===== config.mk =====
export PLATFORM = sky130hd
export DESIGN_NAME = gio_port_dev_flat
export DESIGN_NICKNAME = d
export VERILOG_FILES = /design/src/hw/gio_pkg.sv /design/src/hw/gio_bus_if.sv /design/src/hw/gio_port_cell.sv /design/src/hw/gio_port_dev.sv /design/src/flat_wrapper.sv
export VERILOG_INCLUDE_DIRS = /design/src /design/src/hw
export SDC_FILE = /design/constraint.sdc
export NUM_CORES = 1
export LEC_CHECK = 0
export ABC_AREA = 0
export BUFFER_PORTS_ARGS = -buffer_cell sky130_fd_sc_hd__clkbuf_2
export CAP_MARGIN = 20
export CORE_AREA = 10 10 109 185
export CTS_CLUSTER_DIAMETER = 40
export DETAILED_ROUTE_END_ITERATION = 8
export DIE_AREA = 0 0 119 195
export PLACE_DENSITY = 0.9
export SLEW_MARGIN = 25
export SYNTH_ARGS = -nofsm -noshare
export SYNTH_HDL_FRONTEND = slang
export SYNTH_SLANG_ARGS = --single-unit

===== constraint.sdc =====
create_clock -name clk_i -period 2.7 [get_ports clk_i]
set_input_delay 0.135 -clock clk_i [delete_from_list [all_inputs] [get_ports clk_i]]
set_output_delay 0.135 -clock clk_i [all_outputs]
set_load 0.1 [all_outputs]

===== src/hw/gio_cfg.svh =====
// Constants for the parallel port block: addresses, reset values and field positions.
`ifndef GIO_CFG_SVH
`define GIO_CFG_SVH

// Number of port slots and the width of one slot on the pin vectors.
`define GIO_NPORT 8
`define GIO_SLOT_W 8
// Port data latches, one per port, at consecutive addresses.
`define GIO_DATA_FIRST 12'h001
`define GIO_DATA_LAST 12'h008
// Port direction registers, one per port, at consecutive addresses.
`define GIO_DIR_FIRST 12'h010
`define GIO_DIR_LAST 12'h017
// Pin-read registers of the three-bit and five-bit ports.
`define GIO_P2_PIN_READ 12'hf9c
`define GIO_P3_PIN_READ 12'hf9d
// Segment-select registers.
`define GIO_P1_SEG 12'hf9e
`define GIO_P5_SEG 12'hf9f
`define GIO_P7_SEG 12'hfa0
`define GIO_P8_SEG 12'hfa1
// Port slots that own a segment-select register (slots 0, 4, 6 and 7).
`define GIO_SEG_PORTS 8'hd1
// Slot numbers of the ports with a pin-read register.
`define GIO_P2_SLOT 1
`define GIO_P3_SLOT 2
// Reset values of the output latches and control registers.
`define GIO_LATCH_RST 8'h00
`define GIO_P2_LATCH_RST 8'h07
`define GIO_CTRL_RST 8'h00
// Host registers on the APB side.
`define GIO_APB_CMD 12'h000
`define GIO_APB_STAT 12'h004
`define GIO_CMD_WDATA_LSB 12
`define GIO_CMD_WE_BIT 20
`define GIO_STAT_BUSY_BIT 0
`define GIO_STAT_ERR_BIT 1
`define GIO_STAT_RDATA_LSB 8

`endif


===== src/hw/gio_pkg.sv =====
// Types and the shared address check of the parallel port block.
`default_nettype none
`include "gio_cfg.svh"
package gio_pkg;

  // Bus cycle states of the port end.
  typedef enum logic [2:0] {
    GIO_IDLE = 3'h1,
    GIO_S1 = 3'h2,
    GIO_S2 = 3'h4
  } gio_dev_st_t;

  // States of the controller end.
  typedef enum logic [1:0] {
    GIO_H_IDLE = 2'h1,
    GIO_H_BUSY = 2'h2
  } gio_host_st_t;

  // State of the port end.
  typedef struct packed {
    gio_dev_st_t st;
    logic [7:0] rdata;
    logic err;
  } gio_dev_state_t;

  // State of one port cell.
  typedef struct packed {
    logic [7:0] latch;
    logic [7:0] dir;
    logic [7:0] seg;
  } gio_cell_state_t;

  // State of the controller end.
  typedef struct packed {
    gio_host_st_t st;
    logic [11:0] addr;
    logic we;
    logic [7:0] wdata;
    logic [7:0] rdata;
    logic err;
    logic [31:0] prdata;
    logic pslverr;
  } gio_host_state_t;

  // True when the address exists and allows the given direction.
  function automatic logic gio_acc_ok(input logic [11:0] a, input logic we);
    logic ok;
    ok = 1'b0;
    if (a >= `GIO_DATA_FIRST && a <= `GIO_DATA_LAST) begin
      ok = 1'b1;
    end else if (a >= `GIO_DIR_FIRST && a <= `GIO_DIR_LAST) begin
      ok = 1'b1;
    end else if (a >= `GIO_P1_SEG && a <= `GIO_P8_SEG) begin
      ok = 1'b1;
    end else if (a == `GIO_P2_PIN_READ || a == `GIO_P3_PIN_READ) begin
      ok = !we;
    end
    return ok;
  endfunction

endpackage
`default_nettype wire


===== src/hw/gio_bus_if.sv =====
// Instruction bus between the controller end and the port end.
`default_nettype none
interface gio_bus_if;
  // Request held by the controller until acknowledged.
  logic req;
  logic we;
  logic [11:0] addr;
  logic [7:0] wdata;
  // Answer from the port end.
  logic [7:0] rdata;
  logic ack;
  logic err;

  // Port end of the bus.
  modport dev (input req, input we, input addr, input wdata, output rdata, output ack, output err);
  // Controller end of the bus.
  modport cpu (output req, output we, output addr, output wdata, input rdata, input ack, input err);
endinterface
`default_nettype wire


===== src/hw/gio_port_cell.sv =====
// One parallel port: output latch, direction, segment select and read value.
`default_nettype none
`include "gio_cfg.svh"
module gio_port_cell #(
  parameter int unsigned W = 8,
  parameter bit HAS_SEG = 1'b0,
  parameter logic [7:0] LATCH_RST = `GIO_LATCH_RST
) (
  // Clock and reset.
  input wire logic clk_i,
  input wire logic rst_b_i,
  // Write strobes and data from the bus cycle.
  input wire logic wr_data_i,
  input wire logic wr_dir_i,
  input wire logic wr_seg_i,
  input wire logic [7:0] wdata_i,
  // Pins.
  input wire logic [7:0] pin_i,
  output logic [7:0] pin_o,
  output logic [7:0] pin_oe_o,
  // Read values.
  output logic [7:0] rd_o,
  output logic [7:0] pin_raw_o,
  output logic [7:0] dir_o,
  output logic [7:0] seg_o
);

  // Bits of the slot that exist on this port.
  localparam logic [7:0] MASK = 8'((16'h0001 << W) - 16'h0001);

  // Port widths outside one slot cannot be served.
  if (W < 1 || W > `GIO_SLOT_W) begin : g_bad_w
    $error("port width out of range");
  end

  gio_pkg::gio_cell_state_t s_q;
  gio_pkg::gio_cell_state_t s_d;

  // Next state: each register changes only on its own write strobe.
  always_comb begin
    s_d = s_q;
    if (wr_data_i) begin
      s_d.latch = wdata_i & MASK;
    end
    if (wr_dir_i) begin
      s_d.dir = wdata_i & MASK;
    end
    if (wr_seg_i && HAS_SEG) begin
      s_d.seg = wdata_i & MASK;
    end
  end

  // State register with synchronous reset.
  always_ff @(posedge clk_i) begin
    if (!rst_b_i) begin
      s_q.latch <= LATCH_RST & MASK;
      s_q.dir <= `GIO_CTRL_RST;
      s_q.seg <= `GIO_CTRL_RST;
    end else begin
      s_q <= s_d;
    end
  end

  // The held latch drives the pins while a bit is an output and not a segment.
  assign pin_o = s_q.latch;
  assign pin_oe_o = s_q.dir & ~s_q.seg & MASK;
  // Pin levels pass straight through, with no storage.
  assign pin_raw_o = pin_i & MASK;
  // Output bits read the latch, segment inputs read zero, inputs read the pin.
  assign rd_o = (s_q.dir & s_q.latch) | (~s_q.dir & ~s_q.seg & pin_i & MASK);
  assign dir_o = s_q.dir;
  assign seg_o = s_q.seg;

endmodule // gio_port_cell
`default_nettype wire


===== src/hw/gio_port_dev.sv =====
// Port end: eight parallel ports reached over the instruction bus.
`default_nettype none
`include "gio_cfg.svh"
// Contract
// - Eight ports: 8,3,5,3,8,8,8,8 bits wide.
// - Output latch holds and drives written value.
// - Input paths have no latch; live pin.
// - Outside holds input until read.
// - Pins sampled in first state of read.
// - Output updates in second state of write.
// - Software filters bounce; sampling instant hidden.
// - No read-modify-write on write-only registers.
// - No reserved addresses or unavailable directions.
// - Input bit reads pin, output bit latch; here input bits with segment select set read zero.
module gio_port_dev #(
  parameter int unsigned P_W [`GIO_NPORT] = '{8, 3, 5, 3, 8, 8, 8, 8}
) (
  // Clock and reset.
  input wire logic clk_i,
  input wire logic rst_b_i,
  // Instruction bus.
  gio_bus_if.dev bus,
  // Pins, one eight-bit slot per port; unused bits of a slot read zero.
  input wire logic [`GIO_NPORT*`GIO_SLOT_W-1:0] pin_i,
  output logic [`GIO_NPORT*`GIO_SLOT_W-1:0] pin_o,
  output logic [`GIO_NPORT*`GIO_SLOT_W-1:0] pin_oe_o,
  // Segment select per pin, for the display driver that shares the pins.
  output logic [`GIO_NPORT*`GIO_SLOT_W-1:0] seg_sel_o
);

  // Slot map of the pin vectors: slot 0 is the first eight-bit port, slots 1 and 3
  // the three-bit ports, slot 2 the five-bit port and slots 4 to 7 the other
  // eight-bit ports. Bits above a port's width read zero and never drive.

  // Cycle state and the registered answer.
  gio_pkg::gio_dev_state_t s_q;
  gio_pkg::gio_dev_state_t s_d;

  // Per-port read values gathered from the cells.
  logic [7:0] rd_val [`GIO_NPORT];
  // Per-port live pin levels.
  logic [7:0] pin_raw [`GIO_NPORT];
  // Per-port direction readback.
  logic [7:0] dir_rb [`GIO_NPORT];
  // Per-port segment-select readback.
  logic [7:0] seg_rb [`GIO_NPORT];
  // Segment-select address of each port, unused where a port has none.
  logic [11:0] seg_addr [`GIO_NPORT];
  // Write strobe, high only in the second state of a legal write.
  // It is the only way into the registers of the cells.
  logic wr_now;
  // The request names a register in the direction it asks for.
  // It is combinational from the request fields that the requester holds.
  logic acc_ok;

  // Legal access check; anything else is refused without effect.
  // The controller runs the same check and refuses such requests first.
  assign acc_ok = gio_pkg::gio_acc_ok(bus.addr, bus.we);

  // Writes land in the second state of the cycle.
  // The strobe is gated by the access check, so a refused write changes nothing;
  // the cells take the value at the edge that ends the second state.
  assign wr_now = (s_q.st == gio_pkg::GIO_S2) && bus.we && acc_ok;

  // Every port must fit one eight-bit slot; a wider or empty port would break
  // the slot map that software relies on.
  for (genvar j = 0; j < `GIO_NPORT; j++) begin : g_chk_w
    if (P_W[j] < 1 || P_W[j] > `GIO_SLOT_W) begin : g_bad_w
      $error("port width out of range");
    end
  end

  // One cell per port, each with its own width and options.
  // The loop index is also the slot number on the pin vectors.
  for (genvar i = 0; i < `GIO_NPORT; i++) begin : g_port
    // Segment registers exist only on four of the ports.
    localparam bit HAS_SEG = 1'((`GIO_SEG_PORTS >> i) & 8'h01);
    // The three-bit port in slot 1 resets its latch high.
    // All other latches start low, so no pin is driven high out of reset.
    localparam logic [7:0] L_RST = (i == `GIO_P2_SLOT) ? `GIO_P2_LATCH_RST : `GIO_LATCH_RST;
    // Strobes for this port's registers.
    logic wr_data;
    logic wr_dir;
    logic wr_seg;

    // Segment-select address of this port.
    // Ports without a register reuse the last address; the segment gate on the
    // strobe and on the read keeps them from answering to it.
    assign seg_addr[i] = (i == 0) ? `GIO_P1_SEG :
                         (i == 4) ? `GIO_P5_SEG :
                         (i == 6) ? `GIO_P7_SEG : `GIO_P8_SEG;

    // Decode the write strobes for this port.
    // Every address is distinct, so at most one strobe of one port is high.
    assign wr_data = wr_now && (bus.addr == `GIO_DATA_FIRST + 12'(i));
    assign wr_dir = wr_now && (bus.addr == `GIO_DIR_FIRST + 12'(i));
    assign wr_seg = wr_now && HAS_SEG && (bus.addr == seg_addr[i]);

    // Port cell with the width of this port.
    // Each cell masks its own bits, so the bus never sees unused slot bits.
    gio_port_cell #(
      .W(P_W[i]),
      .HAS_SEG(HAS_SEG),
      .LATCH_RST(L_RST)
    ) u_cell (
      .clk_i(clk_i),
      .rst_b_i(rst_b_i),
      .wr_data_i(wr_data),
      .wr_dir_i(wr_dir),
      .wr_seg_i(wr_seg),
      .wdata_i(bus.wdata),
      .pin_i(pin_i[i*`GIO_SLOT_W +: `GIO_SLOT_W]),
      .pin_o(pin_o[i*`GIO_SLOT_W +: `GIO_SLOT_W]),
      .pin_oe_o(pin_oe_o[i*`GIO_SLOT_W +: `GIO_SLOT_W]),
      .rd_o(rd_val[i]),
      .pin_raw_o(pin_raw[i]),
      .dir_o(dir_rb[i]),
      .seg_o(seg_rb[i])
    );

    // The display driver sees each segment bit of the port.
    assign seg_sel_o[i*`GIO_SLOT_W +: `GIO_SLOT_W] = seg_rb[i];
  end

  // Next state: walk the cycle from idle through the two states.
  // A request is taken at the edge that sees it in idle; the cycle then spends one
  // clock in the first state, where the answer is captured, and one in the second,
  // where writes land and the acknowledge is shown. The requester drops its
  // request at the acknowledge edge, so idle never takes the same request twice.
  always_comb begin
    s_d = s_q;
    case (s_q.st)
      // Wait for the controller to raise a request.
      // The request fields are held by the requester, so they need no copy here.
      gio_pkg::GIO_IDLE: begin
        if (bus.req) begin
          s_d.st = gio_pkg::GIO_S1;
        end
      end
      // First state: sample the pins or registers into the answer.
      // Pins are taken at the edge that ends this state; a level that changes
      // later in the cycle is not seen until the next read.
      gio_pkg::GIO_S1: begin
        s_d.st = gio_pkg::GIO_S2;
        s_d.err = !acc_ok;
        s_d.rdata = `GIO_CTRL_RST;
        if (!bus.we && acc_ok) begin
          for (int i = 0; i < `GIO_NPORT; i++) begin
            // Port data reads follow the direction of each bit.
            // Output bits give the latch, segment inputs zero, plain inputs the pin.
            if (bus.addr == `GIO_DATA_FIRST + 12'(i)) begin
              s_d.rdata = rd_val[i];
            end
            // Direction registers read back as written.
            if (bus.addr == `GIO_DIR_FIRST + 12'(i)) begin
              s_d.rdata = dir_rb[i];
            end
            // Segment registers read back where the port has one.
            if (((`GIO_SEG_PORTS >> i) & 8'h01) != 8'h00 && bus.addr == seg_addr[i]) begin
              s_d.rdata = seg_rb[i];
            end
          end
          // Pin-read registers always give the live pin levels.
          // They ignore direction and segment bits, so software sees the pin even
          // while the port drives it; writes to them are refused as an error.
          if (bus.addr == `GIO_P2_PIN_READ) begin
            s_d.rdata = pin_raw[`GIO_P2_SLOT];
          end
          if (bus.addr == `GIO_P3_PIN_READ) begin
            s_d.rdata = pin_raw[`GIO_P3_SLOT];
          end
        end
      end
      // Second state: writes take effect and the cycle is acknowledged.
      // Nothing is captured here; the answer was fixed in the first state.
      gio_pkg::GIO_S2: begin
        s_d.st = gio_pkg::GIO_IDLE;
      end
      // Recover from any illegal code.
      // Such a code can only come from a disturbed flop; the next edge is idle.
      default: begin
        s_d.st = gio_pkg::GIO_IDLE;
      end
    endcase
  end

  // State register with synchronous reset.
  // Reset leaves the bus idle with a zero answer and no error, so the first
  // request after release sees a clean cycle.
  always_ff @(posedge clk_i) begin
    if (!rst_b_i) begin
      s_q.st <= gio_pkg::GIO_IDLE;
      s_q.rdata <= `GIO_CTRL_RST;
      s_q.err <= 1'b0;
    end else begin
      s_q <= s_d;
    end
  end

  // The answer is acknowledged in the second state; data come from flops.
  // The acknowledge is one clock wide; data and error stand until the next
  // second state.
  assign bus.ack = (s_q.st == gio_pkg::GIO_S2);
  assign bus.rdata = s_q.rdata;
  assign bus.err = s_q.err;

endmodule // gio_port_dev
`default_nettype wire


===== src/flat_wrapper.sv =====
// flat-port wrapper written by rule: the top's interface ports become plain ports
module gio_port_dev_flat 
#(
  parameter int unsigned P_W [`GIO_NPORT] = '{8, 3, 5, 3, 8, 8, 8, 8}
)
  (clk_i, rst_b_i, pin_i, pin_o, pin_oe_o, seg_sel_o, bus_req, bus_we, bus_addr, bus_wdata, bus_rdata, bus_ack, bus_err);
  gio_bus_if bus_i ();
  input wire logic clk_i;
  input wire logic rst_b_i;
  input wire logic [`GIO_NPORT*`GIO_SLOT_W-1:0] pin_i;
  output logic [`GIO_NPORT*`GIO_SLOT_W-1:0] pin_o;
  output logic [`GIO_NPORT*`GIO_SLOT_W-1:0] pin_oe_o;
  output logic [`GIO_NPORT*`GIO_SLOT_W-1:0] seg_sel_o;
  input wire logic [$bits(bus_i.req)-1:0] bus_req;
  input wire logic [$bits(bus_i.we)-1:0] bus_we;
  input wire logic [$bits(bus_i.addr)-1:0] bus_addr;
  input wire logic [$bits(bus_i.wdata)-1:0] bus_wdata;
  output wire logic [$bits(bus_i.rdata)-1:0] bus_rdata;
  output wire logic [$bits(bus_i.ack)-1:0] bus_ack;
  output wire logic [$bits(bus_i.err)-1:0] bus_err;
  assign bus_i.req = bus_req;
  assign bus_i.we = bus_we;
  assign bus_i.addr = bus_addr;
  assign bus_i.wdata = bus_wdata;
  assign bus_rdata = bus_i.rdata;
  assign bus_ack = bus_i.ack;
  assign bus_err = bus_i.err;
  gio_port_dev #(.P_W(P_W)) u_core (.clk_i(clk_i), .rst_b_i(rst_b_i), .bus(bus_i), .pin_i(pin_i), .pin_o(pin_o), .pin_oe_o(pin_oe_o), .seg_sel_o(seg_sel_o));
endmodule

==> out/results.txt <==
maximum vdd drop = 0.363 mV
Clock Latency Late Sink = 440 ps
Final Cycle Share = 89.9%
CP arrival = 2790 ps
xor and xnor fraction of the mapped netlist area = 0.101%
dpl cells = 1,542
synth unique cells = 73
hpwl dp = 26,900 um
Placement Setup Slack = -278 ps
Top delay family on crit path = compound AO/OA/AOI/OAI gates
complex-gate fraction of the synthesized area = 22.9%
worst slew pin tran = 983 ps
yosys warns = 0
cts bufs inserted = 17
Synth async-reset ratio = 0%
largest net degree at the start of global routing = 94
Critical Path Fanout Max = 11
CTS H-tree depth = 4
Simple-Gate Fraction of Synth Area = 23.0%
WP data required = 3070 ps
overall power = 5.39 mW
Pleak = 4.41 nW
vias in the first global route = 9,707
outcome = complete, no violations
post-route ant nets = 0
Synth Instances = 1,126
starting density of the core = 50.7%
Post-CTS Setup Inserts = 0
mapped cell area = 8690 um2
DP Area = 9920 um2
Power per Cell Area = 511 nW/um2
top-count cell post-synth = dfxtp_1
Die ar. = 23,200 um2
via density per instance = 6.13
Fmax = 0.412 GHz
post-synthesis mux area share = 8.59%
critical-path cell list = clkbuf_2, buf_4, nor3b_1, nand4_1, nor4b_1, a2111oi_0, a2111oi_1, o21ai_0, a31oi_1
Reg clk slew, reported paths = 60 ps
die height = 195 um
Horiz. Die Dim = 119 um
CP Launch Type = primary input
synth top area cells = dfxtp_1, mux2i_1, buf_4, o21ai_0, a21oi_1
max incr delay on CP = 700 ps
total track usage = 29.9%
CTS tree = built
Bufs on Longest Clock Path = 2
I/O pins = 290
initial drt markers = 1,289
Clock Sinks = 146
Synth Register Bits = 146
Final Skew = 9.53 ps
post-synth top area share = 33.6%
Port Buffers = 218
Pre-antenna DRT Iters = 7
slowest CP cell = a2111oi_1
Slew headroom = 34.4%
initial antenna violation count = 0
diode count = 0
Setup WS post-layout = 273 ps
fin cells = 1,574
setup violators final = 0
RSZ-0062 raised after global routing = false
most frequent cells after synthesis = dfxtp_1, nor2_1, o21ai_0
Post-Synth Adder-Cell Area = 0%
Routed WL = 35,600 um
Max-cap violations = 0
Root Buffer = clkbuf_16
register area share after synthesis = 33.6%
share of cells above drive strength 1 = 26.9%
GR Overflow Total = 0
Crit. End Element = flip-flop
Hold WC Path Type = primary input to flip-flop
WP buf/inv = 2
filler instances = 1,498
routed len/inst = 22.6 um
Finished Cell Area = 10,600 um2
Post-layout nets = 1,418
Post-synth EDFFs = 0
final hold viol count = 0
Yosys top cell by area = dfxtp_1
Final min period = 2430 ps
Max Slew Vio Count = 0
global-route wire length before repair = 55,400 um
Avg Inst Size Synth = 7.72 um2
ys flop type = dfxtp_1
Residual DRC = 0
via count = 9,652
Final Util = 61.6%
GPL Wtd Cong = 0.965
Layout area overhead = 21.5%
main combinational cell family by area after synthesis = simple AND/OR/NAND/NOR gates
core region area = 17,100 um2
Critical Setup Path Class = primary input to flip-flop
row count = 64
stage by stage:
| step | TNS (ps) | hold WS (ps) |
|---|---|---|
| floorplan | 0 | 275 |
| global placement | -252 | 441 |
| detailed placement | -278 | 451 |
| CTS | 0 | 16.9 |
| global route | 0 | 19.5 |
| finish | 0 | 17.2 |
final cells by class:
class	count	area [um2]	share of cell area, %
well taps	231	289	2.74
inverters	17	65.1	0.616
flip-flops and latches	146	2920	27.7
clock buffers	20	457	4.33
clock inverters	12	180	1.71
repair buffers	292	1670	15.8
multi-input cells	856	4970	47.1
worst register-to-register path: stages, from the launching register on:
cell and delay [ps]:
dfxtp_1 380, or3b_2 570, and2_1 240, nand2_1 130, o2111ai_1 110, or4_1 580
o21a_1 200
final timing paths:
kind / slack, ps / depth (start not counted) / startpoint / endpoint
setup / recovery: 270 / 9 / bus_addr[4] / u_core.bus.rdata[0]$_SDFFE_PN0N_
hold reg to reg: 460 / 2 / u_core.bus.err$_SDFFE_PN0N_ / u_core.bus.err$_SDFFE_PN0N_
hold / removal: 20 / 2 / bus_req / u_core.s_q[10]$_SDFFE_PN0P_
setup reg to reg: 400 / 6 / u_core.s_q[10]$_SDFFE_PN0P_ / u_core.bus.rdata[7]$_SDFFE_PN0N_
cells by family (layout without fill, tap and decap cells):
kind of cell	Yosys count	after routing
AND/OR/NAND/NOR	394	394
AO/OA/AOI/OAI	329	329
buffers and inverters	181	341
flip-flops	146	146
multiplexers	74	74
other	1	58
XOR/XNOR	1	1
report_power, final:
group / switching [mW] / internal [mW] / total (mW)
Clock: 0.966 / 1.60 / 2.56
Combinational: 0.569 / 0.100 / 0.669
Sequential: 0.00281 / 2.16 / 2.16
Total: 1.54 / 3.85 / 5.39
state kept, by name (all words and copies together) (netlist names):
register and count:
u_core.g_port.u_cell.pin_o 51, u_core.g_port.u_cell.seg_o 32, u_core.bus.rdata 8, u_core.g_port.u_cell.dir_o 51, u_core.bus.err 1, u_core.s_q 3
cell usage in the layout, fill, tap and decap left out, drive strengths merged, types with 14 or more instances in the layout:
cell type and n:
nand4 14, dfxtp 146, conb 58, nor2 130, o21ai 115, nor2b 32, mux2i 69, nand2 110
inv 17, nand3 22, clkbuf 238, buf 74, a21oi 108
timing repair:
| action | in CTS | in global routing |
|---|---|---|
| gates resized for setup | 0 | 1 |
| hold buffers | 0 | 0 |
| endpoints found under the setup margin | 0 | 1 |
layer usage:
metal	GRT usage, %	up-vias	share of wire [%]
li1	-	4291	-
met1	32.1	4498	34
met2	49.8	700	48
met3	7.80	163	10
met4	21.0	0	7.1
met5	0	-	0
(Power assumes the default switching activity.)
